### src/design/dac_loader_map.svh
// Constants for the serial DAC word loader: word layout, reset values, timing.
// Assumes inclusion by design files only; definitions, no logic.
`ifndef DAC_LOADER_MAP_SVH
`define DAC_LOADER_MAP_SVH

// -----------------------------------------------------------------
// Serial word layout
// -----------------------------------------------------------------
`define WORD_BITS        16
`define CODE_BITS        12
`define CTRL_HIGH_POS    15
`define CTRL_MID_POS     14
`define CTRL_LOW_POS     13
`define CODE_MSB_POS     12
`define CODE_LSB_POS     1
`define SUB_BIT_POS      0

// -----------------------------------------------------------------
// Reset values and timing
// -----------------------------------------------------------------
`define CODE_RESET       12'h000
`define WORD_RESET       16'h0000
`define SYS_CLK_NS       20
`define SETTLE_TIME_US   20
`define SETTLE_CYCLES    ((`SETTLE_TIME_US * 1000 + `SYS_CLK_NS - 1) / `SYS_CLK_NS)

`endif

### src/design/dac_loader_pkg.sv
// Types for the serial DAC word loader.
// Assumes the map header supplies widths.
`include "dac_loader_map.svh"

package dac_loader_pkg;

   typedef logic [`CODE_BITS-1:0] code_t;
   typedef logic [`WORD_BITS-1:0] word_t;

   // Command decoded from the two low control bits (top bit picks shutdown)
   typedef enum logic [1:0] {
      cmd_load_update,
      cmd_load_only,
      cmd_update,
      cmd_high_pair
   } cmd_t;

endpackage : dac_loader_pkg

### src/design/pin_sync.sv
// Two-flop synchroniser for one pin.
// Assumes an asynchronous pin and a free-running sampling clock.
module pin_sync #(
   parameter logic RESET_VALUE = 1'b0
) (
   input  wire logic i_clk_sys,   // Sampling clock
   input  wire logic i_reset,     // Async reset, active high
   input  wire logic i_pin,       // Asynchronous pin
   output logic      o_sync       // Synchronised level
);

   logic [1:0] stage;

   always_ff @(posedge i_clk_sys or posedge i_reset) begin
      if (i_reset) begin
         stage <= {RESET_VALUE, RESET_VALUE};
      end else begin
         stage <= {stage[0], i_pin};
      end
   end

   assign o_sync = stage[1];

endmodule : pin_sync

### src/design/serial_dac_word_loader.sv
// Serial write-only front end of a 12-bit DAC: shift register, input and DAC registers.
// Assumes the host drives chip select, serial clock and data asynchronously to i_clk_sys,
// with the serial clock at least five system clocks per period.
//
// Operation
// [RQ1] A transfer carries sixteen serial bits into a sixteen-bit shift register.
// [RQ2] Word is MSB first: three control bits, twelve code bits, one sub-bit.
// [RQ3] Host always sends the sub-bit as zero.
// [RQ4] Low control 00: load input, copy to DAC, leave shutdown.
// [RQ5] Low control 01: load input register only.
// [RQ6] Low control 10: copy input to DAC, ignore data, leave shutdown.
// [RQ7] Control 111 enters shutdown regardless of the other thirteen bits.
// [RQ8] Update, shutdown and 011 ignore data; 011 changes nothing.
// [RQ9] In shutdown, amplifier output and reference input are high impedance.
// [RQ10] Receiver keeps decoding words during shutdown.
// [RQ11] Shutdown leaves the input register untouched.
// [RQ12] Host waits 20 us after power-up or shutdown exit.
// [RQ13] Chip select high disables the interface; clock and data ignored.
// [RQ14] Chip select low: data sampled on each serial clock rising edge.
// [RQ15] Chip select rising edge decodes and applies the word.
// [RQ16] Chip select stays low for all sixteen bits, any packet split.
// [RQ17] Host keeps serial clock at or below 10 MHz.
// [RQ18] Reset clears input and DAC registers to zero.
// [RQ19] Code is straight binary 0 to 4095, output code over 4096.
// [RQ20] Several converters need separate chip selects.
// [RQ21] Odd bit counts decode the sixteen most recent bits.
`include "dac_loader_map.svh"

module serial_dac_word_loader (
   input  wire logic                  i_clk_sys,      // System clock, 50 MHz
   input  wire logic                  i_reset,        // Async reset (power-up), active high
   input  wire logic                  i_cs_n,         // Chip select pin, active low
   input  wire logic                  i_sclk,         // Serial clock pin
   input  wire logic                  i_din,          // Serial data pin
   output dac_loader_pkg::code_t      o_input_code,   // Input register
   output dac_loader_pkg::code_t      o_dac_code,     // DAC register, numeric_code_value
   output logic                       o_shutdown,     // Shutdown mode active
   output logic                       o_amp_out_en,   // Amplifier output drive enable
   output logic                       o_ref_in_en,    // Reference input connect enable
   output logic                       o_settled,      // Settling time has elapsed
   output logic                       o_word_done     // One-cycle pulse per applied word
);

   import dac_loader_pkg::*;

   localparam int SETTLE_CYC = `SETTLE_CYCLES;
   localparam int SETTLE_W   = $clog2(SETTLE_CYC + 1);

   // ---------------------------------------------------------------
   // Pin synchronisers
   // ---------------------------------------------------------------
   logic cs_n_s;
   logic sclk_s;
   logic din_s;

   // Chip select resets to deselected so no false decode follows reset
   pin_sync #(.RESET_VALUE(1'b1)) u_sync_cs (
      .i_clk_sys (i_clk_sys),
      .i_reset   (i_reset),
      .i_pin     (i_cs_n),
      .o_sync    (cs_n_s)
   );

   pin_sync #(.RESET_VALUE(1'b0)) u_sync_sclk (
      .i_clk_sys (i_clk_sys),
      .i_reset   (i_reset),
      .i_pin     (i_sclk),
      .o_sync    (sclk_s)
   );

   pin_sync #(.RESET_VALUE(1'b0)) u_sync_din (
      .i_clk_sys (i_clk_sys),
      .i_reset   (i_reset),
      .i_pin     (i_din),
      .o_sync    (din_s)
   );

   // ---------------------------------------------------------------
   // State
   // ---------------------------------------------------------------
   typedef struct packed {
      logic                cs_n_d;
      logic                sclk_d;
      word_t               shift;
      code_t               input_code;
      code_t               dac_code;
      logic                shutdown;
      logic [SETTLE_W-1:0] settle;
      logic                done;
   } state_t;

   state_t st;
   state_t next_st;

   logic sclk_rise;
   logic cs_rise;
   logic ctrl_high;
   cmd_t cmd;
   code_t word_code;

   // Edge flops start at the idle pin levels, so reset release shows no edge
   assign sclk_rise = sclk_s & ~st.sclk_d;
   assign cs_rise   = cs_n_s & ~st.cs_n_d;
   // Top control bit only separates shutdown from no-op in the 11 pair
   assign ctrl_high = st.shift[`CTRL_HIGH_POS];
   assign cmd       = cmd_t'({st.shift[`CTRL_MID_POS], st.shift[`CTRL_LOW_POS]});
   assign word_code = st.shift[`CODE_MSB_POS:`CODE_LSB_POS];

   always_comb begin
      next_st        = st;
      next_st.cs_n_d = cs_n_s;
      next_st.sclk_d = sclk_s;
      next_st.done   = 1'b0;
      if (st.settle != '0) begin
         next_st.settle = st.settle - 1'b1;
      end
      // Shift only while selected; deselected edges fall through
      if (!cs_n_s && sclk_rise) begin  // RQ13
         next_st.shift = {st.shift[`WORD_BITS-2:0], din_s};  // RQ14 RQ1 RQ21
      end
      // Decode on deselect, also during shutdown
      if (cs_rise) begin  // RQ15 RQ10
         next_st.done = 1'b1;
         unique case (cmd)  // RQ2
            cmd_load_update: begin  // RQ4
               next_st.input_code = word_code;
               next_st.dac_code   = word_code;
               if (st.shutdown) begin
                  next_st.settle = SETTLE_W'(SETTLE_CYC);
               end
               next_st.shutdown = 1'b0;
            end
            cmd_load_only: begin  // RQ5
               next_st.input_code = word_code;
            end
            cmd_update: begin  // RQ6 RQ8
               next_st.dac_code = st.input_code;
               if (st.shutdown) begin
                  next_st.settle = SETTLE_W'(SETTLE_CYC);
               end
               next_st.shutdown = 1'b0;
            end
            cmd_high_pair: begin  // RQ8
               if (ctrl_high) begin
                  next_st.shutdown = 1'b1;  // RQ7 RQ11
               end
            end
         endcase
      end
   end

   always_ff @(posedge i_clk_sys or posedge i_reset) begin
      if (i_reset) begin
         st.cs_n_d     <= 1'b1;
         st.sclk_d     <= 1'b0;
         st.shift      <= `WORD_RESET;
         st.input_code <= `CODE_RESET;  // RQ18
         st.dac_code   <= `CODE_RESET;  // RQ18
         st.shutdown   <= 1'b0;
         // Count starts full so the settled flag also covers power-up
         st.settle     <= SETTLE_W'(SETTLE_CYC);
         st.done       <= 1'b0;
      end else begin
         st <= next_st;
      end
   end

   // ---------------------------------------------------------------
   // Outputs
   // ---------------------------------------------------------------
   assign o_input_code = st.input_code;
   assign o_dac_code   = st.dac_code;  // RQ19
   assign o_shutdown   = st.shutdown;
   // Enables stand in for the analog switches; low means high impedance
   assign o_amp_out_en = ~st.shutdown;  // RQ9
   assign o_ref_in_en  = ~st.shutdown;  // RQ9
   assign o_settled    = (st.settle == '0);
   assign o_word_done  = st.done;
endmodule : serial_dac_word_loader

### config.mk
export PLATFORM = sky130hd
export DESIGN_NAME = serial_dac_word_loader
export DESIGN_NICKNAME = d
export VERILOG_FILES = /design/src/design/dac_loader_pkg.sv /design/src/design/pin_sync.sv /design/src/design/serial_dac_word_loader.sv
export VERILOG_INCLUDE_DIRS = /design/src /design/src/design
export SDC_FILE = /design/constraint.sdc
export NUM_CORES = 1
export LEC_CHECK = 0
export ABC_AREA = 1
export BUFFER_PORTS_ARGS = -buffer_cell sky130_fd_sc_hd__buf_2
export CAP_MARGIN = 20
export CORE_MARGIN = 5
export CORE_UTILIZATION = 45
export DETAILED_ROUTE_END_ITERATION = 8
export HOLD_SLACK_MARGIN = 0.12
export PLACE_DENSITY = 0.62
export SYNTH_ARGS = -nofsm -noshare
export SYNTH_HDL_FRONTEND = slang
export SYNTH_SLANG_ARGS = --single-unit
### constraint.sdc
create_clock -name i_clk_sys -period 2 [get_ports i_clk_sys]
set_clock_uncertainty 0.2 [all_clocks]
set_input_delay 0.1 -clock i_clk_sys [delete_from_list [all_inputs] [get_ports i_clk_sys]]
set_output_delay 0.1 -clock i_clk_sys [all_outputs]
set_load 0.005 [all_outputs]
==> run metrics <==
Die H 87.55 µm; Total Wirelength 4.802 mm; via-per-instance ratio 4.728; Fillers 567; Non-Filler Instances 390; area delta synth->final 10.68%; VDD IR-drop max 0.0004053 V; Arr. time, crit path around 1500 ps; setup_tns 0 ps; Initial DRC Count 80; Post-DP HPWL 3.150 mm; Core Area roughly 5900 µm²; buffer depth of the longest clock path 2; worst hold path type reg -> reg; Slew @ Worst Pin 542.9 ps; synthesized cell area 2706 µm²; share of layout cells above drive strength 1 27.62%; clock latency on the worst-skew pair 330 ps; Placer Congestion 0.8318; first-pass GRT wire length roughly 8.3 mm; Hold WS approximately 150 ps; Slew headroom between 60 and 70%; TritonCTS clock tree yes; top_reg_cell synth dfrtp_1; Seq pwr share 46.5%; Top Family by Delay on Critical Path simple AND/OR/NAND/NOR gates; Clock transition at path regs roughly 60 ps; ANT nets after route 0; Finished Cell Area 2995 µm²; syn avg cell area 9.268 µm²; Achievable Freq 0.5422 GHz; P_int 0.002219 W; CTS HTree Levels 3; switching share of power between 20% and 30%; total CTS buffers 9; Max Slew Vio Count 0; Port Buffers 33; Post-synth EDFFs 0; Clk pwr share 31.4%; post-synthesis cell type count 30; critical path type reg -> out; grt ovf 0; register bit total from synthesis 60; worst path cell trace inv_1 -> ha_2 -> nand3_2 -> nor2_4 -> nand2_4 -> inv_2 -> buf_2; status completed; peak fanout along the critical path 8; r2r setup slk approximately 340 ps; net count reported at finish 316; num rows 28; ports placed on the boundary 34; CP endpoint kind output pin; die width about 88 µm; initial antenna violation count 0; Clk Tree Root Cell clkbuf_8; Critical Path Max Stage Delay approximately 380 ps; Die ar. 7665 µm²; dpl cell area roughly 2800 µm²; endpoints failing setup 0; Required @ worst endpoint about 1700 ps; CTS sink cnt 60; leakage power approximately 1.5 nW; drt drc 0; Ys Warns 0; slowest CP cell dfrtp_1; Initial Util a little under half; cell count after placement ~370; fin crit share 92.22%; max-capacitance violation count 0; n_diodes 0; GRT Util Overall 14.03%; vias in the first global route 1799; Psw 0.0009374 W; RSZ-0062 raised after global routing false; Post-synth ARST share 100.0%; startpoint types flop; Syn Nets 298; final hold vios 0; Final min period 1844 ps; First-pass DRT Iterations 4; worst path buffer plus inverter count 3; post-synthesis sequential area ratio 55.89%; vias 1844; Combinational Power Share 22.1%; PwrDens ~1100 nW/µm²; WL per Instance 12.31 µm; pin count of the biggest net entering global routing 61; Post-Synthesis Cells 292
-- sequential cells by signal, indices dropped and copies added, names as in the netlist, 2 cells and up --
signal and flops:
u_sync_sclk.stage 2, o_input_code 12, u_sync_cs.stage 2, o_dac_code 12
cmd 2, u_sync_din.stage 2, st 25
-- synth_stat cells (2+ instances only) --
cell type	instances	area, µm²
nand2_1	66	247.7
dfrtp_1	51	1276
o21ai_1	39	195.2
inv_1	26	97.59
buf_4	25	187.7
nor2_1	14	52.55
nand3_1	11	55.05
dfstp_2	9	236.5
a21oi_1	8	40.04
a21oi_2	8	70.07
inv_2	7	26.28
buf_2	6	30.03
nand2_2	2	12.51
nand2_4	2	22.52
nand3b_1	2	15.01
nor2_4	2	22.52
-- kinds of logic after synthesis --
| kind of cell | Yosys count | synth area share (%) |
|---|---|---|
| compound gates | 60 | 12.58 |
| xor+xnor | 1 | 0.3237 |
| fa+ha+maj | 1 | 0.4622 |
| buf+inv | 67 | 13.36 |
| flops | 60 | 55.89 |
| simple gates | 103 | 17.38 |
-- placed cells by master, fill, tap and decap left out, types with 2 or more instances in the layout --
cell / synthesis / layout
dfrtp_1: 51 / 51
clkbuf_8: 0 / 12
o21ai_1: 39 / 39
dlygate4sd3_1: 0 / 4
nand2_1: 66 / 66
nand3b_1: 2 / 2
inv_1: 26 / 25
nand2_4: 2 / 2
clkinv_2: 0 / 2
clkbuf_1: 1 / 2
nand2_2: 2 / 2
dfstp_2: 9 / 9
buf_2: 6 / 33
a21oi_2: 8 / 8
a21oi_1: 8 / 8
buf_4: 25 / 3
nor2_4: 2 / 2
inv_2: 7 / 8
nand3_1: 11 / 11
nor2_1: 14 / 14
-- power groups by stage --
| stage | combinational, W | clock (W) | sequential, W |
|---|---|---|---|
| after floorplan | 0.000580 | 0 | 0.00147 |
| after global placement | 0.000649 | 0 | 0.00148 |
| after detailed placement | 0.000660 | 0 | 0.00149 |
| after CTS | 0.000671 | 0.00102 | 0.00147 |
| after global routing | 0.000809 | 0.00108 | 0.00149 |
| final | 0.000699 | 0.000990 | 0.00147 |
-- metal layers --
metal / part of all wire (%) / track usage (%) / vias up / routed length, µm
li1: - / - / 949 / -
met1: 49 / 19.38 / 853 / 2349
met2: 44 / 20.07 / 34 / 2136
met3: 4.7 / 4.139 / 8 / 227
met4: 1.9 / 7.113 / 0 / 90
met5: 0 / 0 / - / 0
-- stage by stage --
step           worst slack (ps)  utilization, %  total power, W
2_1_floorplan             230.2               -        0.002048
6_report                  155.5           50.89        0.003156
3_3_place_gp              374.1           46.81        0.002134
5_1_grt                   15.49           50.89        0.003376
3_5_place_dp              333.9           46.81        0.002148
4_1_cts                   46.02           50.60        0.003153
-- worst register-to-register path, stage by stage, from the launching register on --
cell,delay (ps)
dfstp_2,530
inv_2,60
nor2_8,120
nand2_4,210
nor2_4,210
inv_2,100
nand2_1,80
nor2_1,40
-- repair_timing --
action	in CTS	in global routing
setup endpoints to repair	0	1
hold endpoints to repair	63	0
resized for setup	0	1
hold buffers	4	0
setup buffers	0	2
-- path summary, 6_finish.rpt --
check                                          from                  end  cells after the start
worst max-delay path                          st[2]            o_settled                      7
min in group asynchronous                   i_reset               st[44]                      4
worst max register to register   u_sync_cs.stage[1]                st[2]                      7
max in group asynchronous                   i_reset               st[10]                      4
worst min register to register  u_sync_din.stage[0]  u_sync_din.stage[1]                      0
worst min-delay path            u_sync_din.stage[0]  u_sync_din.stage[1]                      0
-- final cells by class --
type	instances	area (µm²)	share of cell area [%]
clock buffer	14	172.7	5.764
clock inverter	2	10.01	0.3342
inverter	33	123.9	4.135
multi-input combinational	165	834.6	27.86
sequential	60	1513	50.50
tap	75	93.84	3.133
timing repair buffer	41	247.7	8.271
(Power assumes the default switching activity.)
